$ cat src/shared/adcc_pkg.sv
// Package for the converter control and result block.
// Holds register offsets, field positions, reset values and timing counts.
`default_nettype none
package adcc_pkg;
  // ---------------------------------------------------------------
  // Register byte offsets on the Avalon-MM bus
  // ---------------------------------------------------------------
  localparam logic [3:0] ADCC_OFF_INPUT_SELECT = 4'h0;
  localparam logic [3:0] ADCC_OFF_CONTROL      = 4'h4;
  localparam logic [3:0] ADCC_OFF_RESULT_LOW   = 4'h8;
  localparam logic [3:0] ADCC_OFF_RESULT_HIGH  = 4'hC;
  localparam logic [4:0] ADCC_OFF_TRIG_SRC     = 5'h10;
  // ---------------------------------------------------------------
  // Field positions
  // ---------------------------------------------------------------
  localparam int ADCC_BIT_ENABLE     = 7;
  localparam int ADCC_BIT_START      = 6;
  localparam int ADCC_BIT_AUTO       = 5;
  localparam int ADCC_BIT_DONE       = 4;
  localparam int ADCC_BIT_DONE_IE    = 3;
  localparam int ADCC_BIT_LEFT_ADJ   = 5;
  // ---------------------------------------------------------------
  // Reset values and timing counts
  // ---------------------------------------------------------------
  localparam logic [7:0] ADCC_RESET_BYTE   = 8'h00;
  localparam logic [4:0] ADCC_FIRST_CYCLES = 5'h19; // 25 converter clocks.
  localparam logic [4:0] ADCC_NORM_CYCLES  = 5'h0D; // 13 converter clocks.
  localparam logic [4:0] ADCC_SE_LAST      = 5'h07;
  localparam logic [4:0] ADCC_BANDGAP      = 5'h1E;
  localparam logic [4:0] ADCC_GROUND       = 5'h1F;
  localparam logic [4:0] ADCC_DIFF_FIRST   = 5'h08;
  localparam logic [4:0] ADCC_DIFF_LAST    = 5'h1D;
  localparam logic [4:0] ADCC_GAIN_LAST    = 5'h0F;
  localparam logic [2:0] ADCC_FREE_RUNNING = 3'h0;
  typedef enum logic [1:0] {
    ADCC_IDLE = 2'b00,
    ADCC_CONV = 2'b01
  } adcc_state_t;
endpackage
`default_nettype wire

$ cat src/hdl/adcc_clock_divider.sv
// Converter clock divider: one-cycle enable pulse every 2 to 128 system clocks.
// Assumes the select code is held static by software while converting.
`timescale 1ns/1ps
`default_nettype none
module adcc_clock_divider
  import adcc_pkg::*;
#(
  parameter int WIDTH = 7
)
(
  input  wire logic       sys_clk,
  input  wire logic       rst_n,
  input  wire logic       run,
  input  wire logic [2:0] divider_select,
  output logic            tick
);
  // The limit decode below is written for a seven-bit count.
  if (WIDTH != 7)
  begin : g_width_check
    $error("adcc_clock_divider supports only WIDTH 7");
  end

  logic [WIDTH-1:0] count_reg;
  logic [WIDTH-1:0] limit;

  // ---------------------------------------------------------------
  // Terminal count
  // ---------------------------------------------------------------
  // divide factor decode
  // Codes 0 and 1 both divide by two.
  always_comb
  begin
    if (divider_select <= 3'h1)
      limit = 7'h01;
    else
      limit = WIDTH'((8'h01 << divider_select) - 8'h01);
  end

  // Counter restarts when idle so every conversion sees whole periods.
  always_ff @(posedge sys_clk or negedge rst_n)
  begin
    if (!rst_n)
      count_reg <= '0;
    else if (!run || count_reg >= limit)
      count_reg <= '0;
    else
      count_reg <= count_reg + 7'h01;
  end

  assign tick = run && (count_reg >= limit);
endmodule // adcc_clock_divider
`default_nettype wire

$ cat src/hdl/adcc_top.sv
// Converter control and result registers behind an Avalon-MM slave.
// Assumes the conversion core returns a 10-bit code when asked; the
// trigger sources and global interrupt enable come in as plain levels.
`timescale 1ns/1ps
`default_nettype none
// How it works
// - Channel and gain latched per conversion.
// - Codes 0-7 single inputs, bandgap, ground.
// - Codes 8-29 select differential pairs and gain.
// - Enable powers; clearing aborts conversion.
// - Start bit begins single or first conversion.
// - First conversion 25 clocks, then 13.
// - Start reads one while busy; zero ignored.
// - Auto trigger starts on trigger rising edge.
// - Done flag sets when results updated.
// - Done cleared by vector or writing one.
// - Interrupt when flag, enable, global set.
// - Prescaler divides system clock 2 to 128.
// - Right adjust: high holds 9:8, low 7:0.
// - Left adjust: high 9:2, low 1:0 top.
// - Low read locks results until high read.
// - Differential results shown as the core returns them.
// - Left adjust change shows at once.
// - Trigger source select; free running no trigger.
module adcc_top
  import adcc_pkg::*;
(
  input  wire logic       sys_clk,
  input  wire logic       rst_n,
  input  wire logic [4:0] avs_address,
  input  wire logic       avs_read,
  input  wire logic       avs_write,
  input  wire logic [31:0] avs_writedata,
  output logic [31:0]     avs_readdata,
  output logic            avs_waitrequest,
  input  wire logic [7:1] trigger_sources,
  input  wire logic       global_irq_enable,
  input  wire logic       done_vector_ack,
  input  wire logic [9:0] core_result,
  output logic            core_power,
  output logic            core_sample,
  output logic [4:0]      core_input_gain_select,
  output logic            core_differential,
  output logic            done_irq
);
  // ---------------------------------------------------------------
  // Registers
  // ---------------------------------------------------------------
  logic [4:0]  input_gain_select_reg;
  logic        left_adjust_reg;
  logic        converter_enable_reg;
  logic        start_conversion_reg;
  logic        auto_trigger_enable_reg;
  logic        conversion_done_flag_reg;
  logic        done_interrupt_enable_reg;
  logic [2:0]  clock_divider_select_reg;
  logic [2:0]  trigger_source_select_reg;
  logic [9:0]  conversion_result_reg;
  logic        result_lock_reg;
  logic        first_done_reg;
  logic [4:0]  active_select_reg;
  logic [4:0]  cycle_reg;
  logic        trig_level_reg;
  logic        done_pulse_reg;
  logic        ack_reg;
  adcc_state_t state_reg;

  logic        tick;
  logic        wr_ctrl;
  logic        bus_go;
  logic        trig_level;
  logic        trig_rise;
  logic        start_req;
  logic        conv_end;
  logic [4:0]  conv_len;
  logic [7:0]  high_byte;
  logic [7:0]  low_byte;

  // ---------------------------------------------------------------
  // Bus slave
  // ---------------------------------------------------------------
  // Each access waits one cycle so read data come from a flop.
  assign avs_waitrequest = (avs_read || avs_write) && !ack_reg;
  assign bus_go          = (avs_read || avs_write) && !ack_reg;
  assign wr_ctrl         = bus_go && avs_write && avs_address == {1'b0, ADCC_OFF_CONTROL};

  always_ff @(posedge sys_clk or negedge rst_n)
  begin
    if (!rst_n)
      ack_reg <= 1'b0;
    else
      ack_reg <= bus_go;
  end

  // Read data path; unmapped offsets return zero.
  always_ff @(posedge sys_clk or negedge rst_n)
  begin
    if (!rst_n)
      avs_readdata <= '0;
    else if (bus_go && avs_read)
    begin
      unique case (avs_address)
        {1'b0, ADCC_OFF_INPUT_SELECT}:
          avs_readdata <= {24'h0, 2'b00, left_adjust_reg, input_gain_select_reg};
        {1'b0, ADCC_OFF_CONTROL}:
          avs_readdata <= {24'h0, converter_enable_reg, start_conversion_reg,
                           auto_trigger_enable_reg, conversion_done_flag_reg,
                           done_interrupt_enable_reg, clock_divider_select_reg};
        {1'b0, ADCC_OFF_RESULT_LOW}:  avs_readdata <= {24'h0, low_byte};
        {1'b0, ADCC_OFF_RESULT_HIGH}: avs_readdata <= {24'h0, high_byte};
        ADCC_OFF_TRIG_SRC:
          avs_readdata <= {24'h0, trigger_source_select_reg, 5'h00};
        default: avs_readdata <= '0;
      endcase
    end
  end

  // ---------------------------------------------------------------
  // Software fields
  // ---------------------------------------------------------------
  always_ff @(posedge sys_clk or negedge rst_n)
  begin
    if (!rst_n)
    begin
      input_gain_select_reg     <= 5'h00;
      left_adjust_reg           <= 1'b0;
      trigger_source_select_reg <= 3'h0;
    end
    else if (bus_go && avs_write)
    begin
      if (avs_address == {1'b0, ADCC_OFF_INPUT_SELECT})
      begin
        input_gain_select_reg <= avs_writedata[4:0];
        left_adjust_reg       <= avs_writedata[ADCC_BIT_LEFT_ADJ];
      end
      if (avs_address == ADCC_OFF_TRIG_SRC)
        trigger_source_select_reg <= avs_writedata[7:5];
    end
  end

  always_ff @(posedge sys_clk or negedge rst_n)
  begin
    if (!rst_n)
    begin
      converter_enable_reg      <= 1'b0;
      auto_trigger_enable_reg   <= 1'b0;
      done_interrupt_enable_reg <= 1'b0;
      clock_divider_select_reg  <= 3'h0;
    end
    else if (wr_ctrl)
    begin
      converter_enable_reg      <= avs_writedata[ADCC_BIT_ENABLE];
      auto_trigger_enable_reg   <= avs_writedata[ADCC_BIT_AUTO];
      done_interrupt_enable_reg <= avs_writedata[ADCC_BIT_DONE_IE];
      clock_divider_select_reg  <= avs_writedata[2:0];
    end
  end

  assign core_power = converter_enable_reg;

  // ---------------------------------------------------------------
  // Trigger logic
  // ---------------------------------------------------------------
  // source select and free running
  // Free running follows the completion pulse, not the flag level, so it
  // retriggers even if software leaves the flag set, and selecting it never
  // makes an edge.
  always_comb
  begin
    if (trigger_source_select_reg == ADCC_FREE_RUNNING)
      trig_level = done_pulse_reg;
    else
      trig_level = trigger_sources[trigger_source_select_reg];
  end

  always_ff @(posedge sys_clk or negedge rst_n)
  begin
    if (!rst_n)
      trig_level_reg <= 1'b0;
    else
      trig_level_reg <= trig_level;
  end

  // Completion pulse delayed by one cycle, when the sequencer is idle again.
  always_ff @(posedge sys_clk or negedge rst_n)
  begin
    if (!rst_n)
      done_pulse_reg <= 1'b0;
    else
      done_pulse_reg <= conv_end;
  end

  assign trig_rise = auto_trigger_enable_reg && trig_level && !trig_level_reg &&
                     !(wr_ctrl || (bus_go && avs_write && avs_address == ADCC_OFF_TRIG_SRC));

  assign start_req = (wr_ctrl && avs_writedata[ADCC_BIT_START] && avs_writedata[ADCC_BIT_ENABLE]) ||
                     (converter_enable_reg && trig_rise);

  // ---------------------------------------------------------------
  // Conversion sequencer
  // ---------------------------------------------------------------
  adcc_clock_divider #(
    .WIDTH (7)
  ) u_div (
    .sys_clk        (sys_clk),
    .rst_n          (rst_n),
    .run            (state_reg == ADCC_CONV),
    .divider_select (clock_divider_select_reg),
    .tick           (tick)
  );

  assign conv_len = first_done_reg ? ADCC_NORM_CYCLES : ADCC_FIRST_CYCLES;
  assign conv_end = state_reg == ADCC_CONV && tick && cycle_reg == conv_len - 5'h01;

  always_ff @(posedge sys_clk or negedge rst_n)
  begin
    if (!rst_n)
    begin
      state_reg            <= ADCC_IDLE;
      start_conversion_reg <= 1'b0;
      cycle_reg            <= 5'h00;
    end
    else if (!converter_enable_reg && state_reg == ADCC_CONV || wr_ctrl && !avs_writedata[ADCC_BIT_ENABLE])
    begin
      state_reg            <= ADCC_IDLE;
      start_conversion_reg <= 1'b0;
      cycle_reg            <= 5'h00;
    end
    else if (state_reg == ADCC_IDLE)
    begin
      if (start_req)
      begin
        state_reg            <= ADCC_CONV;
        start_conversion_reg <= 1'b1;
        cycle_reg            <= 5'h00;
      end
    end
    else if (conv_end)
    begin
      state_reg            <= ADCC_IDLE;
      start_conversion_reg <= 1'b0;
      cycle_reg            <= 5'h00;
    end
    else if (tick)
      cycle_reg <= cycle_reg + 5'h01;
  end

  // First-conversion marker is cleared whenever the converter is off.
  always_ff @(posedge sys_clk or negedge rst_n)
  begin
    if (!rst_n)
      first_done_reg <= 1'b0;
    else if (!converter_enable_reg)
      first_done_reg <= 1'b0;
    else if (conv_end)
      first_done_reg <= 1'b1;
  end

  always_ff @(posedge sys_clk or negedge rst_n)
  begin
    if (!rst_n)
      active_select_reg <= 5'h00;
    else if (state_reg == ADCC_IDLE && start_req)
      active_select_reg <= input_gain_select_reg;
  end

  // differential pairs and gain
  // The core decodes pairs and gain from the held code.
  assign core_input_gain_select = active_select_reg;
  assign core_differential      = active_select_reg >= ADCC_DIFF_FIRST &&
                                  active_select_reg <= ADCC_DIFF_LAST;
  assign core_sample            = conv_end;

  // ---------------------------------------------------------------
  // Result registers and flag
  // ---------------------------------------------------------------
  // lock after low byte read
  always_ff @(posedge sys_clk or negedge rst_n)
  begin
    if (!rst_n)
      result_lock_reg <= 1'b0;
    else if (bus_go && avs_read && avs_address == {1'b0, ADCC_OFF_RESULT_HIGH})
      result_lock_reg <= 1'b0;
    else if (bus_go && avs_read && avs_address == {1'b0, ADCC_OFF_RESULT_LOW})
      result_lock_reg <= 1'b1;
  end

  always_ff @(posedge sys_clk or negedge rst_n)
  begin
    if (!rst_n)
      conversion_result_reg <= 10'h000;
    else if (conv_end && !result_lock_reg)
      conversion_result_reg <= core_result;
  end

  // vector or write-one clears, set wins
  always_ff @(posedge sys_clk or negedge rst_n)
  begin
    if (!rst_n)
      conversion_done_flag_reg <= 1'b0;
    else if (conv_end && !result_lock_reg)
      conversion_done_flag_reg <= 1'b1;
    else if (done_vector_ack || (wr_ctrl && avs_writedata[ADCC_BIT_DONE]))
      conversion_done_flag_reg <= 1'b0;
  end

  assign done_irq = conversion_done_flag_reg && done_interrupt_enable_reg && global_irq_enable;

  assign high_byte = left_adjust_reg ? conversion_result_reg[9:2]
                                     : {6'h00, conversion_result_reg[9:8]};
  assign low_byte  = left_adjust_reg ? {conversion_result_reg[1:0], 6'h00}
                                     : conversion_result_reg[7:0];
endmodule // adcc_top
`default_nettype wire

$ cat config.mk
export PLATFORM = sky130hd
export DESIGN_NAME = adcc_top
export DESIGN_NICKNAME = d
export VERILOG_FILES = /design/src/shared/adcc_pkg.sv /design/src/hdl/adcc_clock_divider.sv /design/src/hdl/adcc_top.sv
export SDC_FILE = /design/constraint.sdc
export NUM_CORES = 1
export LEC_CHECK = 0
export ABC_AREA = 1
export BUFFER_PORTS_ARGS = -buffer_cell sky130_fd_sc_hd__buf_2
export CAP_MARGIN = 20
export CORE_MARGIN = 8
export CORE_UTILIZATION = 30
export CTS_CLUSTER_DIAMETER = 80
export DETAILED_ROUTE_END_ITERATION = 8
export GPL_ROUTABILITY_DRIVEN = 1
export RECOVER_POWER = 50
export SETUP_SLACK_MARGIN = 0.15
export SYNTH_ARGS = -nofsm -noshare
export SYNTH_HDL_FRONTEND = slang
export SYNTH_SLANG_ARGS = --single-unit
$ cat constraint.sdc
create_clock -name sys_clk -period 4.3 [get_ports sys_clk]
set_input_delay 0.645 -clock sys_clk [delete_from_list [all_inputs] [get_ports sys_clk]]
set_output_delay 0.645 -clock sys_clk [all_outputs]
set_load 0.01 [all_outputs]
# Yosys cells after proc, flatten, opt, wreduce, memory -nomap -nowiden
# Index checks and enable logic that the tools add are counted.
# totals
romBits	0
ff_bits	83
latch_bits	0
memories	0
out_inout_bits	42
mem_bits_rw	0
# op_classes
n_eq_ne	8
muxes	28
bitwise_logic	0
n_reduce_logical	48
add_sub_neg	4
div	0
n_mul	0
shift	1
order_cmp	5
# ops
operator	n
$pmux 8 s5	1
$mux 5	6
$logic_and 1x1->1	24
$mux 8	2
$mux 7	2
$mux 1	12
$eq 5x4->1 const B	2
$mux 2	4
$reduce_and 2->1	4
$add 7x1->7 const B	1
$ge 7x7->1	1
$logic_not 1->1	7
$shl 1x3->7 const A	1
$sub 7x1->7 const B	1
$logic_or 1x1->1	6
$add 5x1->5 const B	1
$eq 5x3->1 const B	1
$eq 5x5->1	1
$eq 5x5->1 const B	1
$ge 5x4->1 const B	1
$le 5x5->1 const B	1
$logic_not 5->1	1
$sub 5x1->5 const B	1
$lt 3x4->1 const B	1
other kinds (10)	11

# Longest topological paths before layout
# logic_depth
word_depth	12
ltp_mapped	17

# Cells and area by module
# From an unflattened synthesis, not the netlist that was laid out.
# unflattened
hier_cells	423
area_unflattened_um2	3313.2
# by_module_without_submodules
mod	cells_each	instances	seq_area_each_um2	area_per_inst_um2
adcc_top	339	1	1251.2	2707.6
adcc_clock_divider	84	1	175.2	605.6

# Worst setup path after synthesis
# OpenSTA, ideal clock, no wires.
# synth_path
path_type	flip-flop to output port
startpoint	reg clock_divider_select_reg[2]
endpoint	out core_sample
path_stages_with_launch	14
n_path_buf	2
arrival_ns	2.251
slack_ns	1.404
cell_sequence	dfrtp_1 clkbuf_1 nor2_1 nand2_1 ha_1 or2_2 ha_1 nand2_1 nor2_1 nand4_1 nand3_1 nand3_4 buf_6 inv_2
# synth_between
elab_chain_len	7
word_cells_on_any_way	8
cone_classes	add/sub: 1; order compare: 2; shift: 1; mux: 1; reduce/logical: 3
# synth_rtl
element	line	text
start, declared	adcc_top.sv:56	logic [2:0] clock_divider_select_reg;
start signal, assigned	adcc_top.sv:155	clock_divider_select_reg <= avs_writedata[2:0];
$shl 1x3->7	adcc_clock_divider.sv:36	limit = WIDTH'((8'h01 << divider_select) - 8'h01);
$sub 7x1->7	adcc_clock_divider.sv:36	
$mux 7 *	adcc_clock_divider.sv:33	if (divider_select <= 3'h1)
$ge 7x7->1 *	adcc_clock_divider.sv:50	assign tick = run && (count_reg >= limit);
$logic_and 1x1->1 *	adcc_clock_divider.sv:50	
$logic_and 1x1->1 * (2 in series)	adcc_top.sv:213	assign conv_end = state_reg == ADCC_CONV && tick && cycle_reg == conv_len - 5'h01;
end, declared	adcc_top.sv:41	output logic core_sample,
# Mark *: on every way between the ends. The rest lies on a longest branch, timed or not.

# Final worst setup path
# Ends and elaborated chain as after synthesis.

==> impl_metrics.ini <==
[run_status]
status = finished with violations
violations = max-capacitance violations, max-slew violations

[logic_synthesis]
syn_avg_cell_area_um2 = 8.01
syn_area_um2 = 3410
synth-async-reset-ratio_pct = 100
synth_ff_type = dfrtp_1
synth-simple-area-share_pct = 30.3
syn_inst = 426
yosys.area.top_type_share_pct = 41.8
ys_seq_elements = 57
ys_top_cells_by_area = dfrtp_1, nand2_1, buf_4
synth_top_family_by_area = simple AND/OR/NAND/NOR gates
netlist-cell-type-count = 41
synthXorXnorAreaFrac_pct = 1.28
synth_fa_ha_area_share_pct = 4.03
synth_warnings = 0
synth_compound_area_share_pct = 9.60
ys_seq_area_share_pct = 41.8
synth_edf_count = 0
synth_mux_area_share_pct = 0.623
yosys.area.top_type = dfrtp_1

[drt]
vias = 2855
drtIter0Drc = 164
firstDrtPassIters = 4
vias_per_cell = 4.55
routed_wl_um = 8470
final_antenna_net_count = 0
avgRoutedWirePerCell_um = 13.5
drc = 0

[floorplanning]
die_h_um = 123
rows = 39
core_um2 = 11300
start_util_pct = 30.3
floorplan.io_pins = 102
die-area_um2 = 15000
dieWidth_um = 123

[worst_setup_path]
r2r_end = conversion_result_reg[1]
rrSetupSlack_ps = 1400
cp_num_buf_inv = 2
worst_r2r_path_depth = 15
path_cells = nor2_1 -> nand2_1 -> ha_1 -> o21ai_0 -> a21oi_1 -> mux2i_1 -> ha_1 -> nand2_1 -> nor2_1 -> nand4_1 -> nand3_1 -> nand3_4 -> inv_2 -> buf_2
cp.depth = 14
slowest_delay_ps = 510
endpoint_kind = output port
crit_path_max_fanout = 15
worst-setup-path-type = reg2out
crit_path_start_kind = flop
required_ps = 3650
r2r_start = clock_divider_select_reg[2]
crit_family = simple AND/OR/NAND/NOR gates
arrival_ps = 2930
cp_slowest_cell = dfrtp_1

[hold_path]
hold_end = avs_readdata[2]
holdPathStages = 2
hp-class = reg2reg
hold_start = avs_readdata[2]

[pwr]
cellLeakagePower_nw = 2.11
p_sw_share_pct = 31.3
pwr-share-clk_pct = 41.2
p_comb_share_pct = 20.0
switching_power_mw = 0.543
power_density_nw_per_um2 = 437
seq_power_share_pct = 38.8
intPower_mw = 1.19
vdd_ir_drop_max_mv = 0.258

[sta]
timing.fmax_mhz = 279
rsz0062_at_grt = no
hold_violations = 0
fin_setup_tns_ps = 0
fin_crit_sh_pct = 83.2
hold_ws_ps = 478
slew_viol_final = 58
fin_skew_ps = 7.94
finalSetupViolations = 0
fin_crit_ps = 3580
slew_headroom_pct = -105
worstMarginPinSlew_ps = 3080

[global_route]
antenna_found_initial = 0
grt_usage_pct = 11.3
grt_remaining_overflow = 0
grt_max_degree = 58
grt_pass1_vias = 2777
grt_most_used_layer = met2
grt_pass1_wl_um = 13600
grtUsageMet3_pct = 2.16
met1_usage_pct = 15.3
grt_use_met2_pct = 17.3

[clocking]
cts.path.max_buffers = 2
post_cts_buffers = 0
postCtsHoldBufs = 0
numCtsBuffers = 9
cts_resized = 0
cts_tree = yes
insertion_delay_ps = 330
clock_sinks = 57
cts-root-buf = clkbuf_16
clkTransAtPathRegs_ps = 50
htree_levels = 3

[finish]
final_nets = 552
fin_cells = 628
num_antenna_cells = 0
seq_area_um2 = 1430
multi_input_area_um2 = 1620
area_delta_synth_final_pct = 16.2
fillers = 1170
finalCoreUtilization_pct = 35.2
drive_gt1_share_pct = 20.2
fin_area_um2 = 3970
largest_register_ffs = 10

[placement]
hpwl_um = 6500
dpl-instance-area_um2 = 3710
portBuffers = 53
dp.cells = 613
gp_congestion = 0.872

[run]
maxCapViolCount = 1
==> power groups by stage <==
stage / Clock, mW / Combinational [mW] / Sequential (mW)
final: 0.714 / 0.347 / 0.673
after global routing: 0.752 / 0.395 / 0.684
after CTS: 0.720 / 0.357 / 0.674
after detailed placement: 0 / 0.351 / 0.682
after global placement: 0 / 0.342 / 0.679
after floorplan: 0 / 0.285 / 0.647
==> worst min-delay path: stages, from the launching register on <==
cell and delay, ps:
dfrtp_1 340, nand2_1 50, nand2_1 50
==> through the flow <==
step           setup slack (ps)  power, mW
4_1_cts                     684       1.75
2_1_floorplan              1400      0.932
3_3_place_gp               1140       1.02
3_5_place_dp               1090       1.03
6_report                    721       1.73
5_1_grt                     448       1.83
==> how the worst max path moves through the flow <==
stage,start,endpoint,slack (ps)
3_5_place_dp,clock_divider_select_reg[2],core_sample,1090
4_1_cts,clock_divider_select_reg[2],core_sample,680
5_1_grt,rst_n,core_input_gain_select[1],450
2_1_floorplan,clock_divider_select_reg[2],core_sample,1400
6_report,clock_divider_select_reg[2],core_sample,720
3_3_place_gp,clock_divider_select_reg[2],core_sample,1140
==> cells in the final DEF (no fill, tap or decap), types with 2 or more instances in the layout <==
cell type / count
clkinv_2: 2
conb_1: 25
clkbuf_8: 2
clkbuf_1: 3
dfrtp_1: 57
inv_1: 34
o21a_1: 3
clkbuf_16: 9
nand4_1: 4
a21oi_1: 17
xor2_1: 4
nand2_4: 4
inv_2: 9
nor2_2: 2
o22ai_1: 2
o21ai_0: 28
a22oi_1: 3
nor3_1: 2
nand3_4: 4
nand2_2: 3
nand3_1: 25
nor2_4: 4
nand2_1: 129
nor3b_1: 2
o21ai_1: 5
buf_2: 52
nor2_1: 28
ha_1: 11
==> cell families after synthesis <==
group,Yosys count
simple gates,211
buf+inv,78
compound gates,60
mux,2
fa+ha+maj,11
xor+xnor,5
other cells,2
flops,57
==> per-layer routing <==
metal  up-vias  part of all wire, %
met2        71                   45
met4         0                  1.6
met3        13                  5.8
li1       1424                    -
met1      1347                   48
met5         -                    0
==> area by class of cell <==
cell class                 instances  area share [%]
inverter                          45            4.35
clock buffer                      12            6.47
timing repair buffer              54            6.75
clock inverter                     3            1.01
sequential                        57            36.0
tap                              143            4.51
multi-input combinational        314            40.9
==> cells in the mapped netlist (4+ instances only) <==
library cell	number
nand3_4	4
nor2_4	7
inv_2	9
ha_1	11
nand2_1	128
nor2_1	25
nand2_4	4
nand2_2	4
dfrtp_1	57
o21ai_0	27
xor2_1	4
inv_1	34
nand4_1	4
nand3_1	24
o21ai_1	5
buf_4	24
a21oi_1	17
No activity file was read; power rests on OpenSTA's default activity.
